$ cat src/common/pwr_regs_pkg.sv
// shared constants of the fault and status register bank
// assumes one 100 MHz clock and a two-wire serial peripheral port
`default_nettype none
package pwr_regs_pkg;
  // ****************************************
  // register addresses
  // ****************************************
  localparam logic [7:0] WIPE_ADDR = 8'h03;
  localparam logic [7:0] FLAGS_ADDR = 8'h78;
  localparam logic [7:0] STATE_A_ADDR = 8'hd0;
  localparam logic [7:0] STATE_B_ADDR = 8'hd1;
  // ****************************************
  // reset values
  // ****************************************
  localparam logic [7:0] WIPE_RST = 8'h00;
  localparam logic [7:0] FLAGS_RST = 8'h00;
  localparam logic [7:0] STATE_A_RST = 8'h00;
  localparam logic [7:0] STATE_B_RST = 8'h00;
  // ****************************************
  // fault flag positions
  // ****************************************
  localparam int PEAK_OPEN_BIT = 7;
  localparam int REF_SHORT_BIT = 6;
  localparam int CH1_BOOT_BIT = 5;
  localparam int CH2_BOOT_BIT = 4;
  localparam int CH1_CAP_BIT = 3;
  localparam int CH2_CAP_BIT = 2;
  localparam int OVERVOLT_BIT = 1;
  localparam int OVERTEMP_BIT = 0;
  // ****************************************
  // first status register positions
  // ****************************************
  localparam int CH1_ACT_BIT = 7;
  localparam int CH2_ACT_BIT = 6;
  localparam int CH1_DIODE_BIT = 5;
  localparam int CH2_DIODE_BIT = 4;
  localparam int CH1_FLOW_BIT = 3;
  localparam int CH2_FLOW_BIT = 2;
  localparam int CH1_BAD_BIT = 1;
  localparam int CH2_BAD_BIT = 0;
  // ****************************************
  // second status register positions
  // ****************************************
  localparam int OSC_SHORT_BIT = 7;
  localparam int LOCKOUT_BIT = 6;
  localparam int SELECT_BIT = 5;
  localparam int CH1_SOFT_BIT = 4;
  localparam int CH2_SOFT_BIT = 3;
  localparam int SHUTDOWN_BIT = 2;
  localparam int AUTO_DT_BIT = 1;
  localparam int BIAS_LOW_BIT = 0;
  // serial link sequencer states
  typedef enum {
    LS_IDLE, LS_ADDR, LS_ADDR_ACK, LS_REG, LS_REG_ACK,
    LS_WDATA, LS_WDATA_ACK, LS_RDATA, LS_RDATA_ACK, LS_IGNORE
  } link_state_t;
endpackage : pwr_regs_pkg
`default_nettype wire

$ cat src/fault_and_status_registers.sv
// fault and status register bank behind a two-wire serial peripheral
// assumes open-drain SDA resolved outside, pins asynchronous, busy_in local
// How it works
// - any data access at the wipe address clears all latched fault flags except those whose event is present in the wipe cycle
// - fault flags stay set until wiped through the wipe address
// - flag bit 7 shows peak limit pin left open
// - flag bit 6 shows reference shorted to bias supply
// - flag bits 5 and 4 show bootstrap undervoltage, channel 1 and 2
// - flag bits 3 and 2 show current cap hit, channel 1 and 2
// - flag bit 1 shows an overvoltage fault
// - flag bit 0 shows an overtemperature shutdown
// - first status bits 7 and 6 show channel 1 and 2 enabled
// - first status bits 5 and 4 show diode emulation, else forced switching
// - first status bits 3 and 2 show the flow direction pin levels
// - first status bits 1 and 0 flag a bad direction command
// - second status bit 7 shows oscillator pin short
// - second status bit 6 shows input lockout active
// - second status bit 5 shows the select pin level
// - second status bits 4 and 3 show soft-start complete per channel
// - second status bit 2 shows shutdown held by its pin
// - second status bit 1 shows adaptive deadtime selected
// - second status bit 0 shows bias supply undervoltage
// - address with write bit, register byte, then repeated start reads a byte
// - an acknowledged read byte advances the pointer and sends the next register
// - no clock stretching; a busy device leaves its address unacknowledged
`default_nettype none
module fault_and_status_registers
  import pwr_regs_pkg::*;
#(
  parameter logic [6:0] PERIPH_ADDR = 7'h40
) (
  input wire logic mclk_in,
  input wire logic nrst_in,
  input wire logic scl_in,
  input wire logic sda_in,
  output logic sda_data_out,
  output logic sda_oe_n_out,
  input wire logic busy_in,
  input wire logic peak_limit_pin_open_in,
  input wire logic ref_short_in,
  input wire logic ch1_bootstrap_low_in,
  input wire logic ch2_bootstrap_low_in,
  input wire logic ch1_current_cap_hit_in,
  input wire logic ch2_current_cap_hit_in,
  input wire logic overvoltage_fault_in,
  input wire logic overtemp_fault_in,
  input wire logic ch1_active_in,
  input wire logic ch2_active_in,
  input wire logic ch1_diode_emulation_in,
  input wire logic ch2_diode_emulation_in,
  input wire logic ch1_flow_sense_in,
  input wire logic ch2_flow_sense_in,
  input wire logic ch1_flow_cmd_bad_in,
  input wire logic ch2_flow_cmd_bad_in,
  input wire logic oscillator_pin_short_in,
  input wire logic input_lockout_in,
  input wire logic select_pin_level_in,
  input wire logic ch1_softstart_complete_in,
  input wire logic ch2_softstart_complete_in,
  input wire logic shutdown_state_in,
  input wire logic auto_deadtime_active_in,
  input wire logic bias_supply_low_in
);
  localparam int SYNC_W = 26;
  typedef struct packed {
    link_state_t st;
    logic [7:0] shreg;
    logic [2:0] bitn;
    logic byte_done;
    logic rw;
    logic [7:0] ptr;
    logic sda_rel;
    logic sda_lvl;
    logic wipe;
    logic scl_q;
    logic sda_q;
  } ctl_t;
  ctl_t c;
  ctl_t next_c;
  logic [7:0] raw_flt, raw_a, raw_b;
  logic [SYNC_W-1:0] filt;
  logic [7:0] flt_ev, state_a, state_b, fault_flags;
  logic scl_f, sda_f, scl_rise, scl_fall;
  logic start_seen, stop_seen;
  logic [7:0] rd_cur, rd_nxt, ptr_inc;
  // ****************************************
  // register read mux
  // ****************************************
  // reserved addresses read zero and have no side effect
  function automatic logic [7:0] rd_byte(input logic [7:0] a, input logic [7:0] f,
                                         input logic [7:0] sa, input logic [7:0] sb);
    logic [7:0] r;
    r = 8'h00;
    unique case (a)
      WIPE_ADDR: r = WIPE_RST;
      FLAGS_ADDR: r = f;
      STATE_A_ADDR: r = sa;
      STATE_B_ADDR: r = sb;
      default: r = 8'h00;
    endcase
    return r;
  endfunction : rd_byte

  // ****************************************
  // pin gathering
  // ****************************************
  // fault events in flag order
  always_comb begin
    raw_flt = 8'h00;
    raw_flt[PEAK_OPEN_BIT] = peak_limit_pin_open_in;
    raw_flt[REF_SHORT_BIT] = ref_short_in;
    raw_flt[CH1_BOOT_BIT] = ch1_bootstrap_low_in;
    raw_flt[CH2_BOOT_BIT] = ch2_bootstrap_low_in;
    raw_flt[CH1_CAP_BIT] = ch1_current_cap_hit_in;
    raw_flt[CH2_CAP_BIT] = ch2_current_cap_hit_in;
    raw_flt[OVERVOLT_BIT] = overvoltage_fault_in;
    raw_flt[OVERTEMP_BIT] = overtemp_fault_in;
  end

  // live channel state, first status register
  always_comb begin
    raw_a = STATE_A_RST;
    raw_a[CH1_ACT_BIT] = ch1_active_in;
    raw_a[CH2_ACT_BIT] = ch2_active_in;
    raw_a[CH1_DIODE_BIT] = ch1_diode_emulation_in;
    raw_a[CH2_DIODE_BIT] = ch2_diode_emulation_in;
    raw_a[CH1_FLOW_BIT] = ch1_flow_sense_in;
    raw_a[CH2_FLOW_BIT] = ch2_flow_sense_in;
    raw_a[CH1_BAD_BIT] = ch1_flow_cmd_bad_in;
    raw_a[CH2_BAD_BIT] = ch2_flow_cmd_bad_in;
  end

  // live part state, second status register
  always_comb begin
    raw_b = STATE_B_RST;
    raw_b[OSC_SHORT_BIT] = oscillator_pin_short_in;
    raw_b[LOCKOUT_BIT] = input_lockout_in;
    raw_b[SELECT_BIT] = select_pin_level_in;
    raw_b[CH1_SOFT_BIT] = ch1_softstart_complete_in;
    raw_b[CH2_SOFT_BIT] = ch2_softstart_complete_in;
    raw_b[SHUTDOWN_BIT] = shutdown_state_in;
    raw_b[AUTO_DT_BIT] = auto_deadtime_active_in;
    raw_b[BIAS_LOW_BIT] = bias_supply_low_in;
  end

  // ****************************************
  // synchronisers and fault latch
  // ****************************************
  pin_sync #(
    .WIDTH(SYNC_W)
  ) u_sync (
    .mclk_in(mclk_in),
    .nrst_in(nrst_in),
    .raw_in({raw_b, raw_a, raw_flt, scl_in, sda_in}),
    .filt_out(filt)
  );

  // split the filtered lanes back out
  assign sda_f = filt[0];
  assign scl_f = filt[1];
  assign flt_ev = filt[9:2];
  assign state_a = filt[17:10];
  assign state_b = filt[25:18];

  fault_latch #(
    .WIDTH(8)
  ) u_latch (
    .mclk_in(mclk_in),
    .nrst_in(nrst_in),
    .event_in(flt_ev),
    .wipe_in(c.wipe),
    .flags_out(fault_flags)
  );

  // ****************************************
  // line events and read data
  // ****************************************
  // start and stop are SDA edges while SCL stays high
  assign scl_rise = scl_f & ~c.scl_q;
  assign scl_fall = ~scl_f & c.scl_q;
  assign start_seen = scl_f & c.scl_q & c.sda_q & ~sda_f;
  assign stop_seen = scl_f & c.scl_q & ~c.sda_q & sda_f;
  assign ptr_inc = c.ptr + 8'h01;
  assign rd_cur = rd_byte(c.ptr, fault_flags, state_a, state_b);
  assign rd_nxt = rd_byte(ptr_inc, fault_flags, state_a, state_b);

  // ****************************************
  // serial sequencer
  // ****************************************
  // SDA is only changed after SCL falls, never held to stretch SCL
  always_comb begin
    next_c = c;
    next_c.wipe = 1'b0;
    next_c.scl_q = scl_f;
    next_c.sda_q = sda_f;
    if (stop_seen) begin
      next_c.st = LS_IDLE;
      next_c.sda_rel = 1'b1;
    end else if (start_seen) begin
      next_c.st = LS_ADDR;
      next_c.bitn = 3'd0;
      next_c.byte_done = 1'b0;
      next_c.sda_rel = 1'b1;
    end else begin
      unique case (c.st)
        LS_IDLE, LS_IGNORE: begin
          next_c.sda_rel = 1'b1;
        end
        LS_ADDR, LS_REG, LS_WDATA: begin
          if (scl_rise) begin
            next_c.shreg = {c.shreg[6:0], sda_f};
            next_c.bitn = c.bitn + 3'd1;
            next_c.byte_done = (c.bitn == 3'd7);
          end else if (scl_fall && c.byte_done) begin
            next_c.byte_done = 1'b0;
            next_c.sda_rel = 1'b0;
            if (c.st == LS_ADDR) begin
              if (c.shreg[7:1] == PERIPH_ADDR && !busy_in) begin
                next_c.rw = c.shreg[0];
                next_c.st = LS_ADDR_ACK;
              end else begin
                next_c.sda_rel = 1'b1;
                next_c.st = LS_IGNORE;
              end
            end else if (c.st == LS_REG) begin
              next_c.ptr = c.shreg;
              next_c.st = LS_REG_ACK;
            end else begin
              next_c.wipe = (c.ptr == WIPE_ADDR);
              next_c.st = LS_WDATA_ACK;
            end
          end
        end
        LS_ADDR_ACK: begin
          if (scl_fall) begin
            next_c.bitn = 3'd0;
            if (c.rw) begin
              next_c.shreg = rd_cur;
              next_c.sda_rel = rd_cur[7];
              next_c.wipe = (c.ptr == WIPE_ADDR);
              next_c.st = LS_RDATA;
            end else begin
              next_c.sda_rel = 1'b1;
              next_c.st = LS_REG;
            end
          end
        end
        LS_REG_ACK: begin
          if (scl_fall) begin
            next_c.sda_rel = 1'b1;
            next_c.bitn = 3'd0;
            next_c.st = LS_WDATA;
          end
        end
        LS_WDATA_ACK: begin
          if (scl_fall) begin
            next_c.sda_rel = 1'b1;
            next_c.bitn = 3'd0;
            next_c.ptr = ptr_inc;
            next_c.st = LS_WDATA;
          end
        end
        LS_RDATA: begin
          if (scl_fall) begin
            if (c.bitn == 3'd7) begin
              next_c.sda_rel = 1'b1;
              next_c.st = LS_RDATA_ACK;
            end else begin
              next_c.shreg = {c.shreg[6:0], 1'b0};
              next_c.sda_rel = c.shreg[6];
              next_c.bitn = c.bitn + 3'd1;
            end
          end
        end
        LS_RDATA_ACK: begin
          if (scl_rise) begin
            next_c.byte_done = ~sda_f;
          end else if (scl_fall) begin
            next_c.byte_done = 1'b0;
            next_c.bitn = 3'd0;
            if (c.byte_done) begin
              next_c.ptr = ptr_inc;
              next_c.shreg = rd_nxt;
              next_c.sda_rel = rd_nxt[7];
              next_c.wipe = (ptr_inc == WIPE_ADDR);
              next_c.st = LS_RDATA;
            end else begin
              next_c.st = LS_IGNORE;
            end
          end
        end
      endcase
    end
  end

  // registered state, released SDA after reset
  always_ff @(posedge mclk_in) begin
    if (!nrst_in) begin
      c <= '0;
      c.sda_rel <= 1'b1;
    end else begin
      c <= next_c;
    end
  end

  assign sda_data_out = c.sda_lvl;
  assign sda_oe_n_out = c.sda_rel;
endmodule : fault_and_status_registers
`default_nettype wire

$ cat src/pin_sync.sv
// three-stage synchroniser with agreement filter, one lane per bit
// assumes asynchronous pins and one clock
`default_nettype none
module pin_sync #(
  parameter int WIDTH = 8
) (
  input wire logic mclk_in,
  input wire logic nrst_in,
  input wire logic [WIDTH-1:0] raw_in,
  output logic [WIDTH-1:0] filt_out
);
  typedef struct packed {
    logic [WIDTH-1:0] s1;
    logic [WIDTH-1:0] s2;
    logic [WIDTH-1:0] s3;
    logic [WIDTH-1:0] filt;
  } sync_t;
  sync_t c;
  sync_t next_c;
  if (WIDTH < 1) begin : g_chk
    $error("pin_sync width must be at least one");
  end
  // ****************************************
  // shift and filter
  // ****************************************
  // a lane moves only once the second and third stages agree
  always_comb begin
    next_c = c;
    next_c.s1 = raw_in;
    next_c.s2 = c.s1;
    next_c.s3 = c.s2;
    next_c.filt = (c.s3 & ~(c.s2 ^ c.s3)) | (c.filt & (c.s2 ^ c.s3));
  end
  always_ff @(posedge mclk_in) begin
    if (!nrst_in) begin
      c <= '0;
    end else begin
      c <= next_c;
    end
  end
  assign filt_out = c.filt;
endmodule : pin_sync
`default_nettype wire

$ cat src/fault_latch.sv
// sticky fault flags, set by events and wiped by one pulse
// assumes events already on the local clock
`default_nettype none
module fault_latch
  import pwr_regs_pkg::*;
#(
  parameter int WIDTH = 8
) (
  input wire logic mclk_in,
  input wire logic nrst_in,
  input wire logic [WIDTH-1:0] event_in,
  input wire logic wipe_in,
  output logic [WIDTH-1:0] flags_out
);
  typedef struct packed {
    logic [WIDTH-1:0] flags;
  } latch_t;
  latch_t c;
  latch_t next_c;
  if (WIDTH < 1 || WIDTH > 8) begin : g_chk
    $error("fault_latch width must be 1 to 8");
  end
  // ****************************************
  // latch and wipe
  // ****************************************
  // an event in the wipe cycle survives the wipe
  always_comb begin
    next_c = c;
    next_c.flags = (c.flags & ~{WIDTH{wipe_in}}) | event_in;
  end
  always_ff @(posedge mclk_in) begin
    if (!nrst_in) begin
      c.flags <= FLAGS_RST[WIDTH-1:0];
    end else begin
      c <= next_c;
    end
  end
  assign flags_out = c.flags;
endmodule : fault_latch
`default_nettype wire

$ cat config.mk
export PLATFORM = sky130hd
export DESIGN_NAME = fault_and_status_registers
export DESIGN_NICKNAME = d
export VERILOG_FILES = /design/src/common/pwr_regs_pkg.sv /design/src/fault_and_status_registers.sv /design/src/pin_sync.sv /design/src/fault_latch.sv
export SDC_FILE = /design/constraint.sdc
export NUM_CORES = 1
export LEC_CHECK = 0
export BUFFER_PORTS_ARGS = -buffer_cell sky130_fd_sc_hd__clkbuf_2
export CORE_AREA = 5 5 109 111
export CTS_BUF_LIST = sky130_fd_sc_hd__clkbuf_8
export DETAILED_ROUTE_END_ITERATION = 10
export DIE_AREA = 0 0 114 116
export PLACE_DENSITY = 0.76
export SLEW_MARGIN = 25
export SYNTH_ARGS = -nofsm -noshare
export SYNTH_HDL_FRONTEND = slang
export SYNTH_SLANG_ARGS = --single-unit
$ cat constraint.sdc
create_clock -name mclk_in -period 5.9 [get_ports mclk_in]
set_input_delay 1.18 -clock mclk_in [delete_from_list [all_inputs] [get_ports mclk_in]]
set_output_delay 1.18 -clock mclk_in [all_outputs]
set_load 0.005 [all_outputs]
==> results of run 1 <==
## worst max-delay path: stages (launching register included)
cell	delay, ns
dfxtp_1	0.79
nor2b_1	0.43
o21bai_1	0.23
a221oi_4	0.69
o211ai_1	0.21
a21oi_1	0.18
a21oi_1	0.08
## cells in the mapped netlist, drive strengths merged (3+ instances only)
cell / n
a211oi: 6
a21oi: 63
a22o: 11
a22oi: 10
a311oi: 3
a31oi: 5
a32o: 3
a32oi: 8
and2: 85
and3: 12
buf: 20
clkbuf: 20
dfxtp: 141
ha: 10
inv: 13
mux2i: 8
nand2: 60
nand2b: 5
nand3: 10
nand4: 4
nor2: 36
nor2b: 5
nor3: 8
nor4b: 4
o211ai: 8
o21ai: 44
or3: 4
xnor2: 3
## per-stage QoR
step                 util  instance area [sq um]  total power [W]
finish              0.595                   6360          0.00176
global placement    0.558                   5970          0.00104
global route        0.595                   6360          0.00184
CTS                 0.595                   6360          0.00179
floorplan               -                   5830          0.00103
detailed placement  0.558                   5970          0.00104
## power by group through the flow
stage	clock, W	combinational (W)	sequential [W]
final	0.000742	0.0000380	0.000982
after global routing	0.000815	0.0000444	0.000984
after CTS	0.000764	0.0000396	0.000982
after detailed placement	0	0.0000393	0.00100
after global placement	0	0.0000376	0.00100
after floorplan	0	0.0000261	0.00100
## area by class of cell
cell class	count	area (sq um)	share of cell area
clock buffer	18	248	0.0389
clock inverter	14	140	0.0220
inverter	13	48.8	0.00767
multi-input combinational	451	2770	0.435
sequential	141	2820	0.444
tap	140	175	0.0275
timing repair buffer	31	160	0.0252
## per-layer routing
metal  share of wire  vias to the layer above  track usage
met5               0                        -            0
met4           0.033                        0        0.113
met3           0.056                       37       0.0465
met2            0.47                      160        0.310
met1            0.44                     2163        0.238
li1                -                     2280            -
## kinds of logic after synthesis
family | Yosys count | share of synthesized area
xor+xnor | 4 | 0.00601
simple gates | 248 | 0.233
mux | 8 | 0.0137
other cells | 1 | 0.000643
compound gates | 180 | 0.199
fa+ha+maj | 10 | 0.0214
buf+inv | 53 | 0.0420
flops | 141 | 0.484
## worst max path at each step
stage	start	endpoint	cells after the start
finish	c[26]	c[20]	6
global route	c[26]	c[22]	6
CTS	c[26]	c[20]	6
detailed placement	nrst_in	c[26]	5
global placement	nrst_in	c[26]	5
floorplan	nrst_in	u_latch.flags_out[0]	5
==> results.json, run 1 <==
{
  "status": "finished clean",
  "syn_area_sq_um": 5830,
  "syn_nets": 684,
  "area_growth_pct": 9.03,
  "worst_slack_ns": 3.18,
  "antenna_cells": 0,
  "vias": 4640,
  "grt_overflow": 0,
  "grt_use_total": 0.194,
  "detail_route.wl_per_cell_um": 15.1,
  "timing.hold.ws_ns": 0.433,
  "cts_root_buffer": "clkbuf_8",
  "finalSetupViolations": 0,
  "min_path_cells": 1,
  "drive_gt1_frac": 0.109,
  "drv_slew": 0,
  "grt_setup_unrepaired": "false",
  "maxCapViolations": 0,
  "place.gp.congestion": 0.910,
  "dieArea_sq_um": 13200,
  "firstDrtPassIters": 5,
  "cts_tree": "done",
  "hold_buffers": 0,
  "cts_setup_buffers": 0,
  "power.leakage_nw": 2.42,
  "yosysTopAreaCellShare": 0.484,
  "synth_edf_count": 0,
  "dp_slack_ns": 2.91,
  "min_path_type": "reg -> reg",
  "skew_ns": 0.00959,
  "arrival_ns": 3.05,
  "synth_top_area_cell": "dfxtp_1",
  "drt-total-wl_um": 12200,
  "worst_hold_path.endpoint": "u_sync.c[65]",
  "hpwl_um": 8470,
  "p_int_w": 0.00138,
  "ys_ff_latch": 141,
  "worst_ep_required_time_ns": 6.22,
  "drt_iter0_markers": 392,
  "crit_path_start_kind": "flip-flop",
  "p_switching_w": 0.000383,
  "cts.clk_slew.worst_paths_ns": 0.08,
  "vias_per_cell": 5.74,
  "port-buffer-count": 29,
  "syn_area_per_cell_sq_um": 9.05,
  "cts_buffer_depth": 2,
  "finalSetupTns_ns": 0,
  "clock_power_share": 0.421,
  "netlist_top_cells_area": "dfxtp_1 (48%), and2_1 (9.1%), a21oi_1 (5.3%)",
  "path_max_fanout": 20,
  "ir_worst_vdd_uv": 258,
  "p_sw_frac": 0.217,
  "maxSlewHeadroom": 0.327,
  "hold_violations": 0,
  "reg2reg_from": "c[26]",
  "layout_commonest_cell": "dfxtp_1",
  "post-route-drc-count": 0,
  "htree_levels": 4,
  "num_rows": 38,
  "max_freq_ghz": 0.367,
  "ys.flop_type": "dfxtp_1",
  "cts_made_buffers": 17,
  "ys.warnings.count": 0,
  "fin_cells": 808,
  "die_w_um": 114,
  "grt_pass1_vias": 4378,
  "clkSinkCount": 141,
  "pwr-share-seq": 0.557,
  "combPwrFrac": 0.022,
  "netlist_instances": 645,
  "final_antenna_net_count": 0,
  "min_from": "u_sync.c[91]",
  "reg2reg_depth": 6,
  "nFillCells": 938,
  "fin_crit_sh": 0.462,
  "ys_seq_area_frac": 0.484,
  "powerDensity_nw_per_um2": 277,
  "worst_pin_slew_ns": 1.00,
  "initial_utilization": 0.545,
  "dp.cells": 776,
  "ys_types": 66,
  "final_cell_mix": "dfxtp_1 (141), and2_1 (85), a21oi_1 (62)",
  "end_kind": "flip-flop",
  "antenna_found_initial": 0,
  "die_y_um": 116,
  "min_period_ns": 2.72,
  "grt_max_degree": 93,
  "r2r_setup_slack_ns": 3.18,
  "worst_skew_pair.late_latency_ns": 0.43,
  "r2r-end": "c[20]",
  "synth-async-reset-ratio": 0,
  "core_sq_um": 10700,
  "io-pin-count": 31,
  "grt_pass1_wl_um": 20400,
  "nets": 694,
  "crit_type": "reg -> reg",
  "post_cts_resize_count": 0
}
Power figures use the tool's default switching activity.
==> run 2: changes to the inputs <==
==> constraint.sdc (replaced) <==
create_clock -name mclk_in -period 2.7 [get_ports mclk_in]
set_input_delay 0.54 -clock mclk_in [delete_from_list [all_inputs] [get_ports mclk_in]]
set_output_delay 0.54 -clock mclk_in [all_outputs]
set_load 0.005 [all_outputs]
==> run 2 against run 1 <==
Compared with the run above: die area unchanged; clock power increased by 140%; sequential power increased by 120%; sequential share of layout area decreased by 0.86 points; combinational power increased by 130%; cell count increased by 1.5%; clock skew increased by 0.0011 ns; global-route usage increased by 0.97 points; worst hold slack got worse by 0.13 ns; critical path type unchanged; largest cell class unchanged; largest power group unchanged.
==> results.json, run 2 (synthesis results as in run 1) <==
{
  "cts.clk_slew.worst_paths_ns": 0.08,
  "vias_per_cell": 5.73,
  "clkSinkCount": 141,
  "post-route-drc-count": 0,
  "area_growth_pct": 11.2,
  "dp.cells": 788,
  "grt_use_total": 0.203,
  "status": "finished clean",
  "cts_setup_buffers": 0,
  "place.gp.congestion": 0.951,
  "powerDensity_nw_per_um2": 616,
  "die_w_um": 114,
  "num_rows": 38,
  "min_period_ns": 2.41,
  "io-pin-count": 31,
  "skew_ns": 0.0106,
  "wl_met2_um": 5940,
  "worst_ep_required_time_ns": 3.07,
  "cts_root_buffer": "clkbuf_8",
  "hold_buffers": 0,
  "cts_made_buffers": 17,
  "final_antenna_net_count": 0,
  "worst_skew_pair.late_latency_ns": 0.45,
  "nets": 706,
  "multi_input_area_sq_um": 2770,
  "fin_crit_sh": 0.892,
  "grt_setup_unrepaired": "false",
  "dp_slack_ns": 0.345,
  "reg2reg_from": "c[27]",
  "worstSetupStartpoint": "c[27]",
  "core_sq_um": 10700,
  "layout_commonest_cell": "dfxtp_1",
  "p_total_w": 0.00400,
  "cts_buffer_depth": 2,
  "worst_slack_ns": 0.290,
  "nFillCells": 921,
  "ff_latch_area_sq_um": 2820,
  "end_kind": "flip-flop",
  "detail_route.wl_per_cell_um": 15.3,
  "wl_met3_um": 791,
  "vias": 4695,
  "hold_violations": 0,
  "hpwl_um": 8670,
  "antenna_found_initial": 0,
  "die_y_um": 116,
  "post_cts_resize_count": 0,
  "drive_gt1_frac": 0.125,
  "ir_worst_vdd_uv": 633,
  "grt_max_degree": 69,
  "antenna_cells": 0,
  "finalSetupTns_ns": 0,
  "port-buffer-count": 29,
  "firstDrtPassIters": 5,
  "drt-total-wl_um": 12600,
  "crit_path_start_kind": "flip-flop",
  "grt_pass1_wl_um": 21400,
  "fin_cells": 820,
  "cp-endpoint": "c[19]",
  "cts_tree": "done",
  "dieArea_sq_um": 13200,
  "grt_pass1_vias": 4499,
  "drt_iter0_markers": 362,
  "crit_type": "reg -> reg",
  "initial_utilization": 0.545,
  "r2r-end": "c[19]",
  "grt_overflow": 0,
  "finalSetupViolations": 0,
  "drv_slew": 0,
  "power.leakage_nw": 2.49,
  "r2r_setup_slack_ns": 0.29,
  "min_path_type": "in -> reg",
  "worst_pin_slew_ns": 0.974,
  "htree_levels": 4,
  "arrival_ns": 2.78,
  "max_freq_ghz": 0.415,
  "wl_met1_um": 5450,
  "routed.top_layer": "met4",
  "path_max_fanout": 11,
  "final_cell_mix": "dfxtp_1 (141), and2_1 (85), a21oi_1 (62)",
  "reg2reg_depth": 6,
  "maxCapViolations": 0,
  "maxSlewHeadroom": 0.348
}
==> run 2: worst min path at each step <==
stage | startpoint | end | slack, ns | depth (start not counted)
after global placement | u_sync.c[82] | u_sync.c[56] | 0.41 | 1
final | select_pin_level_in | u_sync.c[101] | 0.30 | 2
after detailed placement | u_sync.c[87] | u_sync.c[61] | 0.42 | 1
after CTS | ch2_bootstrap_low_in | u_sync.c[84] | 0.27 | 2
after global routing | ch2_diode_emulation_in | u_sync.c[92] | 0.27 | 2
after floorplan | u_sync.c[78] | u_sync.c[52] | 0.41 | 1
==> run 2: per-stage QoR <==
step / hold WS, ns / cell area, sq um / util
after global routing: 0.269 / 6490 / 0.606
final: 0.299 / 6490 / 0.606
after global placement: 0.413 / 6060 / 0.567
after floorplan: 0.412 / 5830 / -
after CTS: 0.273 / 6490 / 0.606
after detailed placement: 0.418 / 6060 / 0.567
==> run 2: per-layer routing <==
metal / global-route usage / vias up
li1: - / 2304
met1: 0.259 / 2198
met4: 0.108 / 0
met5: 0 / -
met2: 0.318 / 158
met3: 0.0527 / 35
==> run 2: area by class of cell <==
| cell class | count | area share |
|---|---|---|
| well taps | 140 | 0.0270 |
| repair buffers | 43 | 0.0386 |
| inverters | 13 | 0.00752 |
| clock buffers | 19 | 0.0403 |
| flip-flops and latches | 141 | 0.435 |
| multi-input cells | 451 | 0.427 |
| clock inverters | 13 | 0.0249 |
==> run 2: critical path: stages, from the launching register on <==
cell,delay [ns]
dfxtp_1,0.53
buf_4,0.24
nor4b_1,0.61
o21ai_1,0.47
o211ai_1,0.29
a21oi_1,0.06
a21oi_1,0.14
==> run 2: power breakdown <==
part | leakage [nW] | internal [W] | total [W] | switching (W)
Sequential | 1.15 | 0.00213 | 0.00214 | 0.0000174
Clock | 0.210 | 0.000965 | 0.00177 | 0.000802
Combinational | 1.13 | 0.0000420 | 0.0000860 | 0.0000440
==> run 3: changes to the inputs <==
--- a/config.mk
+++ b/config.mk
@@ -6,12 +6,12 @@
 export NUM_CORES = 1
 export LEC_CHECK = 0
 export BUFFER_PORTS_ARGS = -buffer_cell sky130_fd_sc_hd__clkbuf_2
-export CORE_AREA = 5 5 109 111
+export CORE_AREA = 5 5 117 119
 export CTS_BUF_LIST = sky130_fd_sc_hd__clkbuf_8
 export DETAILED_ROUTE_END_ITERATION = 10
-export DIE_AREA = 0 0 114 116
-export PLACE_DENSITY = 0.76
-export SLEW_MARGIN = 25
+export DIE_AREA = 0 0 122 124
+export PLACE_DENSITY = 0.68
+export SLEW_MARGIN = 30
 export SYNTH_ARGS = -nofsm -noshare
 export SYNTH_HDL_FRONTEND = slang
 export SYNTH_SLANG_ARGS = --single-unit
==> constraint.sdc (replaced) <==
create_clock -name mclk_in -period 2.95 [get_ports mclk_in]
set_input_delay 0.59 -clock mclk_in [delete_from_list [all_inputs] [get_ports mclk_in]]
set_output_delay 0.59 -clock mclk_in [all_outputs]
set_load 0.005 [all_outputs]
==> run 3 against run 2 <==
Compared with the run above: wire length increased by 0.51%; via count is 1.9% lower; largest cell class unchanged; highest routed layer unchanged; cell area shrank 0.15%; critical path type unchanged.
==> results.json, run 3 (synthesis results as in run 1) <==
{
  "arrival_ns": 2.78,
  "post-route-drc-count": 0,
  "cts.clk_slew.worst_paths_ns": 0.07,
  "antenna_found_initial": 0,
  "worst_ep_required_time_ns": 3.28,
  "fin_cells": 844,
  "finalSetupViolations": 0,
  "max_freq_ghz": 0.408,
  "cts_buffer_depth": 2,
  "min_path_cells": 2,
  "vias_per_cell": 5.46,
  "clkSinkCount": 141,
  "place.gp.congestion": 0.909,
  "firstDrtPassIters": 5,
  "dp.cells": 813,
  "hpwl_um": 8800,
  "grt_max_degree": 69,
  "grt_setup_unrepaired": "false",
  "vias": 4606,
  "nFillCells": 1151,
  "power.leakage_nw": 2.45,
  "powerDensity_nw_per_um2": 561,
  "port-buffer-count": 29,
  "initial_utilization": 0.468,
  "status": "finished clean",
  "fin_crit_sh": 0.830,
  "io-pin-count": 31,
  "layout_commonest_cell": "dfxtp_1",
  "path_max_fanout": 21,
  "min_path_type": "in -> reg",
  "skew_ns": 0.0107,
  "antenna_cells": 0,
  "maxCapViolations": 0,
  "post_cts_resize_count": 0,
  "die_w_um": 122,
  "grt_pass1_wl_um": 21300,
  "hold_violations": 0,
  "grt_pass1_vias": 4361,
  "core_sq_um": 12500,
  "r2r_setup_slack_ns": 0.50,
  "num_rows": 41,
  "die_y_um": 124,
  "cts_tree": "done",
  "ir_worst_vdd_uv": 378,
  "finalSetupTns_ns": 0,
  "drt_iter0_markers": 466,
  "min_period_ns": 2.45,
  "grt_overflow": 0,
  "cts_setup_buffers": 0,
  "area_growth_pct": 11.0,
  "worst_pin_slew_ns": 0.697,
  "maxSlewHeadroom": 0.535,
  "drt-total-wl_um": 12600,
  "detail_route.wl_per_cell_um": 15.0,
  "dieArea_sq_um": 15100,
  "drv_slew": 0,
  "nets": 700,
  "crit_type": "reg -> reg",
  "hold_buffers": 0,
  "worst_skew_pair.late_latency_ns": 0.44,
  "grt_use_total": 0.181,
  "cts_root_buffer": "clkbuf_8",
  "final_cell_mix": "dfxtp_1 (141), and2_1 (85), a21oi_1 (62)",
  "p_total_w": 0.00363,
  "reg2reg_depth": 6,
  "htree_levels": 4,
  "end_kind": "flip-flop",
  "crit_path_start_kind": "flip-flop",
  "drive_gt1_frac": 0.115,
  "final_antenna_net_count": 0,
  "cts_made_buffers": 17
}
run 3: cell count changes in the layout (fill, tap and decap cells not counted), sizes merged:
cell | before | now
buf | 14 | 8
clkinv | 3 | 1
clkbuf | 48 | 49
inv | 17 | 16
run 3: final cells by class:
class / count / area (sq um) / area share
well taps: 172 / 215 / 0.0332
repair buffers: 37 / 209 / 0.0323
flip-flops and latches: 141 / 2820 / 0.436
clock buffers: 20 / 275 / 0.0425
multi-input cells: 451 / 2770 / 0.427
inverters: 13 / 48.8 / 0.00753
clock inverters: 10 / 139 / 0.0214
run 3: report_power, final:
group	internal [W]	leakage (nW)	total, W	switching [W]
Clock	0.000895	0.205	0.00159	0.000698
Combinational	0.0000383	1.10	0.0000789	0.0000406
Sequential	0.00195	1.15	0.00196	0.0000159
run 3: worst max-delay path, stage by stage, from the launching register on:
cell	delay [ns]
dfxtp_1	0.77
xnor2_1	0.22
a32o_1	0.34
a221oi_4	0.58
o211ai_1	0.16
a21oi_1	0.18
a21oi_1	0.08
run 3: through the flow:
| stage | setup slack [ns] | cell area, sq um | hold WS, ns | utilization |
|---|---|---|---|---|
| 2_1_floorplan | 0.926 | 5830 | 0.412 | - |
| 3_3_place_gp | 0.476 | 6050 | 0.414 | 0.485 |
| 3_5_place_dp | 0.471 | 6050 | 0.418 | 0.485 |
| 4_1_cts | 0.452 | 6460 | 0.318 | 0.519 |
| 5_1_grt | 0.262 | 6480 | 0.310 | 0.520 |
| 6_report | 0.501 | 6480 | 0.350 | 0.520 |
run 3: worst paths after layout:
path | endpoint | startpoint
setup reg to reg | c[21] | c[28]
hold reg to reg | u_sync.c[72] | u_sync.c[98]
hold / removal | u_sync.c[84] | ch2_bootstrap_low_in
setup / recovery | c[21] | c[28]
run 3: routing by layer:
metal / up-vias / share of wire / wire length, um / track usage
met2: 150 / 0.47 / 5890 / 0.288
met1: 2139 / 0.45 / 5700 / 0.228
met5: - / 0 / 0 / 0
met4: 0 / 0.023 / 294 / 0.0861
li1: 2294 / - / - / -
met3: 23 / 0.059 / 750 / 0.0477
